--- src/rtl/pm_counters_pkg.sv ---
// constants, types and thresholds shared by the performance-monitoring accumulator
// assumes a one-second tick from elsewhere and per-frame error counts from the path processor
package pm_counters_pkg;

  // ------------------------------------------------------------
  // widths
  // ------------------------------------------------------------
  localparam int CNT_W = 32;
  localparam int BIP_W = 4;
  localparam int SEC_ACC_W = 16;
  localparam int RUN_W = 4;

  // ------------------------------------------------------------
  // thresholds and limits
  // ------------------------------------------------------------
  localparam logic [SEC_ACC_W-1:0] LINE_SES_THRESH = 16'h002c; // 44 anomalies
  localparam logic [SEC_ACC_W-1:0] PATH_SES_THRESH = 16'h0960; // 2400 parity errors
  localparam logic [SEC_ACC_W-1:0] SEC_ACC_MAX = 16'hfff0;    // saturation point, far above both thresholds
  localparam logic [BIP_W-1:0] MAX_BIP_PER_FRAME = 4'h8;
  localparam int UAS_RUN = 10;                                 // seconds to enter or leave unavailability

  // ------------------------------------------------------------
  // types
  // ------------------------------------------------------------
  typedef logic [RUN_W-1:0] run_t;
  typedef logic [SEC_ACC_W-1:0] sec_acc_t;

endpackage : pm_counters_pkg

--- src/rtl/ds3_sts_path_pm_counters.sv ---
// ds3 line and sts path performance-monitoring counters with unavailability tracking
// assumes anomaly strobes are one-cycle pulses synchronous to clk and defects are levels
`timescale 1ns/1ps

// ------------------------------------------------------------
// unavailability tracker, one per path end
// ------------------------------------------------------------
module unavail_tracker #(
  parameter int CNT_W = pm_counters_pkg::CNT_W
) (
  input wire logic clk,
  input wire logic reset,
  input wire logic second_tick,
  input wire logic severe_second,
  output logic [CNT_W-1:0] unavail_seconds,
  output logic unavailable
);

  typedef enum logic [1:0] {
    ST_AVAIL = 2'b01,
    ST_UNAVAIL = 2'b10
  } uas_state_t;

  typedef struct packed {
    uas_state_t state;
    pm_counters_pkg::run_t run;
    logic [CNT_W-1:0] uas;
  } tracker_t;

  tracker_t s_q;
  tracker_t s_d;

  // run counts consecutive severe seconds while available, clean ones while unavailable
  always_comb begin
    s_d = s_q;
    if (second_tick) begin
      case (s_q.state)
        ST_AVAIL: begin
          if (severe_second) begin
            if (s_q.run == pm_counters_pkg::run_t'(pm_counters_pkg::UAS_RUN - 1)) begin
              // the whole run of severe seconds becomes unavailable at once
              s_d.state = ST_UNAVAIL;
              s_d.uas = s_q.uas + CNT_W'(pm_counters_pkg::UAS_RUN);
              s_d.run = '0;
            end else begin
              s_d.run = s_q.run + pm_counters_pkg::run_t'(1);
            end
          end else begin
            s_d.run = '0;
          end
        end
        ST_UNAVAIL: begin
          if (!severe_second) begin
            if (s_q.run == pm_counters_pkg::run_t'(pm_counters_pkg::UAS_RUN - 1)) begin
              // clean seconds of a full run are never added, so leaving credits them as available
              s_d.state = ST_AVAIL;
              s_d.run = '0;
            end else begin
              s_d.run = s_q.run + pm_counters_pkg::run_t'(1);
            end
          end else begin
            // a short clean run stays unavailable; charge it plus this second
            s_d.uas = s_q.uas + CNT_W'(s_q.run) + CNT_W'(1);
            s_d.run = '0;
          end
        end
        default: begin
          s_d.state = ST_AVAIL;
          s_d.run = '0;
        end
      endcase
    end
  end

  // state register
  always_ff @(posedge clk) begin
    if (reset) begin
      s_q.state <= ST_AVAIL;
      s_q.run <= '0;
      s_q.uas <= '0;
    end else begin
      s_q <= s_d;
    end
  end

  assign unavail_seconds = s_q.uas;
  assign unavailable = s_q.state[1]; // one-hot bit of ST_UNAVAIL, straight from the flop

endmodule : unavail_tracker

// ------------------------------------------------------------
// top: line and path accumulators
// ------------------------------------------------------------
module ds3_sts_path_pm_counters #(
  parameter int CNT_W = pm_counters_pkg::CNT_W
) (
  input wire logic clk,
  input wire logic reset,
  input wire logic second_tick,
  input wire logic bipolar_violation,
  input wire logic excess_zeros,
  input wire logic signal_loss_defect,
  input wire logic path_bip_valid,
  input wire logic [pm_counters_pkg::BIP_W-1:0] path_bip_errors,
  input wire logic far_bip_valid,
  input wire logic [pm_counters_pkg::BIP_W-1:0] far_bip_errors,
  input wire logic path_alarm_indication,
  input wire logic path_pointer_loss,
  input wire logic path_unequipped,
  input wire logic path_trace_mismatch,
  input wire logic far_failure_declared,
  input wire logic path_remote_defect_indication,
  input wire logic rdi_supported,
  output logic [CNT_W-1:0] line_coding_violations,
  output logic [CNT_W-1:0] line_errored_seconds,
  output logic [CNT_W-1:0] line_severe_errored_seconds,
  output logic [CNT_W-1:0] line_loss_seconds,
  output logic [CNT_W-1:0] path_coding_violations,
  output logic [CNT_W-1:0] path_errored_seconds,
  output logic [CNT_W-1:0] path_severe_errored_seconds,
  output logic [CNT_W-1:0] path_failure_count,
  output logic [CNT_W-1:0] path_unavailable_seconds,
  output logic path_unavailable,
  output logic [CNT_W-1:0] far_path_coding_violations,
  output logic [CNT_W-1:0] far_path_errored_seconds,
  output logic [CNT_W-1:0] far_path_severe_errored_seconds,
  output logic [CNT_W-1:0] far_path_failure_count,
  output logic [CNT_W-1:0] far_path_unavailable_seconds,
  output logic far_path_unavailable
);

  // ------------------------------------------------------------
  // state
  // ------------------------------------------------------------
  typedef struct packed {
    logic [CNT_W-1:0] line_cv;
    logic [CNT_W-1:0] line_es;
    logic [CNT_W-1:0] line_ses;
    logic [CNT_W-1:0] line_loss;
    logic [CNT_W-1:0] near_cv;
    logic [CNT_W-1:0] near_es;
    logic [CNT_W-1:0] near_ses;
    logic [CNT_W-1:0] near_fc;
    logic [CNT_W-1:0] far_cv;
    logic [CNT_W-1:0] far_es;
    logic [CNT_W-1:0] far_ses;
    logic [CNT_W-1:0] far_fc;
    pm_counters_pkg::sec_acc_t line_acc;
    pm_counters_pkg::sec_acc_t near_acc;
    pm_counters_pkg::sec_acc_t far_acc;
    logic los_seen;
    logic defect_seen;
    logic near_fail_q;
    logic far_fail_q;
  } pm_state_t;

  pm_state_t s_q;
  pm_state_t s_d;

  // ------------------------------------------------------------
  // per-cycle increments
  // ------------------------------------------------------------
  logic [1:0] line_inc;
  logic [pm_counters_pkg::BIP_W-1:0] near_inc;
  logic [pm_counters_pkg::BIP_W-1:0] far_inc;

  // frame counts above eight are clipped; the processor can report up to 15
  function automatic logic [pm_counters_pkg::BIP_W-1:0] clip_bip(
    input logic valid,
    input logic [pm_counters_pkg::BIP_W-1:0] errs
  );
    logic [pm_counters_pkg::BIP_W-1:0] r;
    r = '0;
    if (valid) begin
      r = (errs > pm_counters_pkg::MAX_BIP_PER_FRAME) ? pm_counters_pkg::MAX_BIP_PER_FRAME : errs;
    end
    return r;
  endfunction : clip_bip

  // saturating add keeps the second accumulators from wrapping under a storm
  function automatic pm_counters_pkg::sec_acc_t sat_add(
    input pm_counters_pkg::sec_acc_t acc,
    input logic [pm_counters_pkg::BIP_W-1:0] inc
  );
    pm_counters_pkg::sec_acc_t r;
    r = acc;
    if (acc < pm_counters_pkg::SEC_ACC_MAX) begin
      r = acc + pm_counters_pkg::sec_acc_t'(inc);
    end
    return r;
  endfunction : sat_add

  assign line_inc = {1'b0, bipolar_violation} + {1'b0, excess_zeros};
  assign near_inc = clip_bip(path_bip_valid, path_bip_errors);
  assign far_inc = clip_bip(far_bip_valid, far_bip_errors);

  // ------------------------------------------------------------
  // second-so-far view, including this cycle's events
  // ------------------------------------------------------------
  pm_counters_pkg::sec_acc_t line_acc_now;
  pm_counters_pkg::sec_acc_t near_acc_now;
  pm_counters_pkg::sec_acc_t far_acc_now;
  logic los_now;
  logic defect_now;
  logic near_fail_now;
  logic far_fail_now;

  // events coinciding with the tick fold into the closing second, so none are lost
  assign line_acc_now = sat_add(s_q.line_acc, {2'b00, line_inc});
  assign near_acc_now = sat_add(s_q.near_acc, near_inc);
  assign far_acc_now = sat_add(s_q.far_acc, far_inc);
  assign los_now = s_q.los_seen | signal_loss_defect;
  assign defect_now = s_q.defect_seen | path_alarm_indication | path_pointer_loss;

  // failure conditions as levels; an event is the rise of the combined level
  assign near_fail_now = path_alarm_indication | path_pointer_loss | path_unequipped | path_trace_mismatch;
  assign far_fail_now = far_failure_declared | (rdi_supported & path_remote_defect_indication);

  // ------------------------------------------------------------
  // second classification
  // ------------------------------------------------------------
  logic line_es_sec;
  logic line_ses_sec;
  logic near_es_sec;
  logic near_ses_sec;
  logic far_es_sec;
  logic far_ses_sec;

  assign line_es_sec = (line_acc_now != '0) | los_now;
  assign line_ses_sec = (line_acc_now >= pm_counters_pkg::LINE_SES_THRESH) | los_now;
  assign near_es_sec = (near_acc_now != '0) | defect_now;
  assign near_ses_sec = (near_acc_now >= pm_counters_pkg::PATH_SES_THRESH) | defect_now;
  assign far_es_sec = (far_acc_now != '0) | defect_now;
  assign far_ses_sec = (far_acc_now >= pm_counters_pkg::PATH_SES_THRESH) | defect_now;

  // ------------------------------------------------------------
  // next state
  // ------------------------------------------------------------
  always_comb begin
    s_d = s_q;
    // running violation totals, every cycle
    s_d.line_cv = s_q.line_cv + CNT_W'(line_inc);
    s_d.near_cv = s_q.near_cv + CNT_W'(near_inc);
    s_d.far_cv = s_q.far_cv + CNT_W'(far_inc);
    // failure events on the rising edge of the combined failure level
    s_d.near_fail_q = near_fail_now;
    s_d.far_fail_q = far_fail_now;
    if (near_fail_now && !s_q.near_fail_q) begin
      s_d.near_fc = s_q.near_fc + CNT_W'(1);
    end
    if (far_fail_now && !s_q.far_fail_q) begin
      s_d.far_fc = s_q.far_fc + CNT_W'(1);
    end
    if (second_tick) begin
      // close the second: update interval counters, then clear accumulators
      if (line_es_sec) begin
        s_d.line_es = s_q.line_es + CNT_W'(1);
      end
      if (line_ses_sec) begin
        s_d.line_ses = s_q.line_ses + CNT_W'(1);
      end
      if (los_now) begin
        s_d.line_loss = s_q.line_loss + CNT_W'(1);
      end
      if (near_es_sec) begin
        s_d.near_es = s_q.near_es + CNT_W'(1);
      end
      if (near_ses_sec) begin
        s_d.near_ses = s_q.near_ses + CNT_W'(1);
      end
      if (far_es_sec) begin
        s_d.far_es = s_q.far_es + CNT_W'(1);
      end
      if (far_ses_sec) begin
        s_d.far_ses = s_q.far_ses + CNT_W'(1);
      end
      s_d.line_acc = '0;
      s_d.near_acc = '0;
      s_d.far_acc = '0;
      s_d.los_seen = 1'b0;
      s_d.defect_seen = 1'b0;
    end else begin
      s_d.line_acc = line_acc_now;
      s_d.near_acc = near_acc_now;
      s_d.far_acc = far_acc_now;
      s_d.los_seen = los_now;
      s_d.defect_seen = defect_now;
    end
  end

  // state register
  always_ff @(posedge clk) begin
    if (reset) begin
      s_q <= '0;
    end else begin
      s_q <= s_d;
    end
  end

  // ------------------------------------------------------------
  // unavailability, near and far end
  // ------------------------------------------------------------
  unavail_tracker #(
    .CNT_W(CNT_W)
  ) near_uas (
    .clk(clk),
    .reset(reset),
    .second_tick(second_tick),
    .severe_second(near_ses_sec),
    .unavail_seconds(path_unavailable_seconds),
    .unavailable(path_unavailable)
  );

  unavail_tracker #(
    .CNT_W(CNT_W)
  ) far_uas (
    .clk(clk),
    .reset(reset),
    .second_tick(second_tick),
    .severe_second(far_ses_sec),
    .unavail_seconds(far_path_unavailable_seconds),
    .unavailable(far_path_unavailable)
  );

  // ------------------------------------------------------------
  // outputs, all straight from the state register
  // ------------------------------------------------------------
  assign line_coding_violations = s_q.line_cv;
  assign line_errored_seconds = s_q.line_es;
  assign line_severe_errored_seconds = s_q.line_ses;
  assign line_loss_seconds = s_q.line_loss;
  assign path_coding_violations = s_q.near_cv;
  assign path_errored_seconds = s_q.near_es;
  assign path_severe_errored_seconds = s_q.near_ses;
  assign path_failure_count = s_q.near_fc;
  assign far_path_coding_violations = s_q.far_cv;
  assign far_path_errored_seconds = s_q.far_es;
  assign far_path_severe_errored_seconds = s_q.far_ses;
  assign far_path_failure_count = s_q.far_fc;

endmodule : ds3_sts_path_pm_counters

--- config.mk ---
export PLATFORM = sky130hd
export DESIGN_NAME = ds3_sts_path_pm_counters
export DESIGN_NICKNAME = d
export VERILOG_FILES = /design/src/rtl/pm_counters_pkg.sv /design/src/rtl/ds3_sts_path_pm_counters.sv
export SDC_FILE = /design/constraint.sdc
export NUM_CORES = 1
export LEC_CHECK = 0
export BUFFER_PORTS_ARGS = -buffer_cell sky130_fd_sc_hd__buf_2
export CAP_MARGIN = 20
export CORE_UTILIZATION = 57
export DETAILED_ROUTE_END_ITERATION = 16
export PLACE_DENSITY = 0.81
export RECOVER_POWER = 50
export SYNTH_ARGS = -nofsm -noshare
export SYNTH_HDL_FRONTEND = slang
export SYNTH_SLANG_ARGS = --single-unit
--- constraint.sdc ---
create_clock -name clk -period 5.25 [get_ports clk]
set_input_delay 1.3125 -clock clk [delete_from_list [all_inputs] [get_ports clk]]
set_output_delay 1.3125 -clock clk [all_outputs]
set_load 0.1 [all_outputs]
==> qor.csv <==
metric,value,unit
Die Y-Extent,221.3,um
Syn Nets,3359,
Syn. warnings,0,
syn avg cell area,8.352,um2
synth cell count leaders,"512 x dfxtp_1, 465 x nor2_1, 452 x buf_4",
"Seq/Total Area, Yosys",37.39,%
DIE AREA,48970,um2
RSZ-0062 raised after global routing,false,
WL final,63690,um
Tcrit/Tclk final,87.72,%
Pre-antenna DRT Iters,7,
gpl congestion,0.9013,
gr ovfl total,0,
startpoint types,primary input,
Area Overhead vs Synth,3.912,%
core footprint,46950,um2
Synth cell types,88,
Crit Path Category,primary input to flip-flop,
DR WL/cell,16.13,um
setup ws final,0.6449,ns
I/O Pins,473,
clk_lat worst skew,0.62,ns
pwr/cell area,301.7,nW/um2
CTS tree,done,
vias in the first global route,19600,
top post-synthesis cells by area,"dfxtp_1 37%, buf_4 12%, xor2_1 7.9%, nor2_1 6.4%, xnor2_1 4.0%",
leakage power,10.48,nW
initial core utilization,58.39,%
Port Buf Inserts,472,
cts hold-fix bufs,0,
initial antenna violation count,2,
Cells after Synth,3282,
"EDFF count, synth",0,
die width,221.3,um
clock tree buffer depth,3,
status,"finished, violations left",
top-area cell type share of the netlist area,37.39,%
fmax,0.2171,GHz
Via Count,21690,
failing checks,"capacitance limit, slew limit",
drt drc,0,
detailed placement HPWL,45880,um
final setup violation count,0,
ys async rst share,0,%
relative slew slack,-87.41,%
minimum clock period,4.605,ns
share of layout cells above drive strength 1,8.114,%
Worst-path clk slew,0.06,ns
root buf cell,clkbuf_16,
Total GRT Usage,25.11,%
Peak VDD IR,0.3097,mV
Worst Setup End Kind,flip-flop,
Clock Sinks,512,
CTS buffer count,54,
nets@finish,3371,
CTS resizes,0,
largest net degree at the start of global routing,224,
"Setup Fix Bufs, Post-CTS",0,
DR iter-0 viols,1233,
main flop type after synthesis,dfxtp_1,
most frequent cell after synthesis,dfxtp_1,
# H-tree levels,2,
setup_tns,0,ns
pre-CTS setup slack,0.1892,ns
Vias/cell,5.493,
Worst Hold Class,flip-flop to flip-flop,
max cap viols,4,
Hold Fails Final Rpt,0,
CP Max Fanout,14,
first-pass GRT wire length,102400,um
Routed Antenna Nets,0,
Arrival @ worst endpoint,5.04,ns
Clock Skew,0.03478,ns
Netlist Area Pre-Place,27410,um2
"Slew Viols, Final",466,
Worst Path Required,5.68,ns
Total Power,0.008594,W
Slew @ Worst Pin,2.811,ns
"FF+latch count, synth",512,
Synth area leader,dfxtp_1,
# rows,79,
-- worst max-delay path, cell delays in order --
cell,delay [ns]
clkbuf_1,0.18
and3b_1,0.23
ha_1,0.24
ha_1,0.22
or3_1,0.37
a2111oi_0,0.41
o2111ai_1,0.17
a2111oi_0,0.66
a311oi_1,0.25
and2_0,0.49
and3_1,0.33
xnor2_1,0.14
nor2_1,0.05
-- cell usage in the layout (no fill, tap or decap), drive strengths merged, types with 24 or more instances in the layout --
cell type,netlist,layout
a21oi,127,127
and2,42,42
and3,81,81
and4,31,31
buf,468,130
clkbuf,80,449
dfxtp,512,512
ha,50,50
inv,87,89
nand2,208,208
nand3,156,156
nand4,107,107
nor2,465,465
nor2b,24,24
nor3,59,59
nor4,26,26
o21ai,100,100
or3,76,76
xnor2,125,125
xor2,246,246
-- flip-flops by register name, summed over array words and instances (netlist names) --
register,cells
s_q,52
line_errored_seconds,32
far_path_coding_violations,32
far_uas.unavail_seconds,32
near_uas.s_q,5
line_coding_violations,32
path_severe_errored_seconds,32
far_path_errored_seconds,32
near_uas.unavail_seconds,32
far_path_severe_errored_seconds,32
near_uas.unavailable,1
far_path_failure_count,32
line_loss_seconds,32
line_severe_errored_seconds,32
path_errored_seconds,32
far_uas.s_q,5
path_coding_violations,32
path_failure_count,32
far_uas.unavailable,1
-- layer usage --
layer | global-route usage (%) | routed length (um)
met1 | 30.69 | 26410
met2 | 42.34 | 30390
met3 | 6.520 | 4851
met4 | 9.249 | 2039
met5 | 0 | 0
-- per-stage QoR --
step / utilization (%) / cell area [um2] / hold WS (ns) / cells
3_3_place_gp: 57.58 / 27030 / 0.4496 / 3844
6_report: 60.67 / 28480 / 0.4636 / 3948
3_5_place_dp: 57.60 / 27050 / 0.4567 / 3845
2_1_floorplan: - / 27410 / 0.4362 / 3282
5_1_grt: 60.67 / 28480 / 0.4941 / 3948
4_1_cts: 61.72 / 28980 / 0.4647 / 3947
-- report_power, final --
| group | switching (W) | total, W | internal, W |
|---|---|---|---|
| clock | 0.00165 | 0.00409 | 0.00244 |
| combinational | 0.000422 | 0.000538 | 0.000115 |
| sequential | 0.0000430 | 0.00397 | 0.00392 |
-- cell families after synthesis --
logic type / after synthesis / share of synthesized area, %
buffers and inverters: 635 / 14.93
flip-flops: 512 / 37.39
AND/OR/NAND/NOR: 1349 / 24.62
XOR/XNOR: 371 / 11.85
multiplexers: 21 / 0.7850
AO/OA/AOI/OAI: 338 / 7.764
adder cells (fa/ha/maj): 56 / 2.647
-- final timing paths --
check,startpoint,end,slack (ns),cells after the start
hold / removal,s_q[20]$_SDFF_PP0_,s_q[20]$_SDFF_PP0_,0.46,2
setup / recovery,path_bip_errors[3],path_errored_seconds[8]$_SDFFE_PP0P_,0.64,13
setup reg to reg,s_q[9]$_SDFF_PP0_,far_uas.unavail_seconds[31]$_SDFFE_PP0P_,1.26,10
hold reg to reg,s_q[20]$_SDFF_PP0_,s_q[20]$_SDFF_PP0_,0.46,2
-- layout make-up --
| class | instances | area (um2) |
|---|---|---|
| clock buffers | 75 | 1560 |
| well taps | 607 | 759.5 |
| clock inverters | 27 | 374.1 |
| inverters | 87 | 326.6 |
| fillers | 4213 | 18470 |
| multi-input cells | 2135 | 13080 |
| diodes | 1 | 2.502 |
| repair buffers | 504 | 2131 |
| flip-flops and latches | 512 | 10250 |
(Power assumes the default switching activity.)
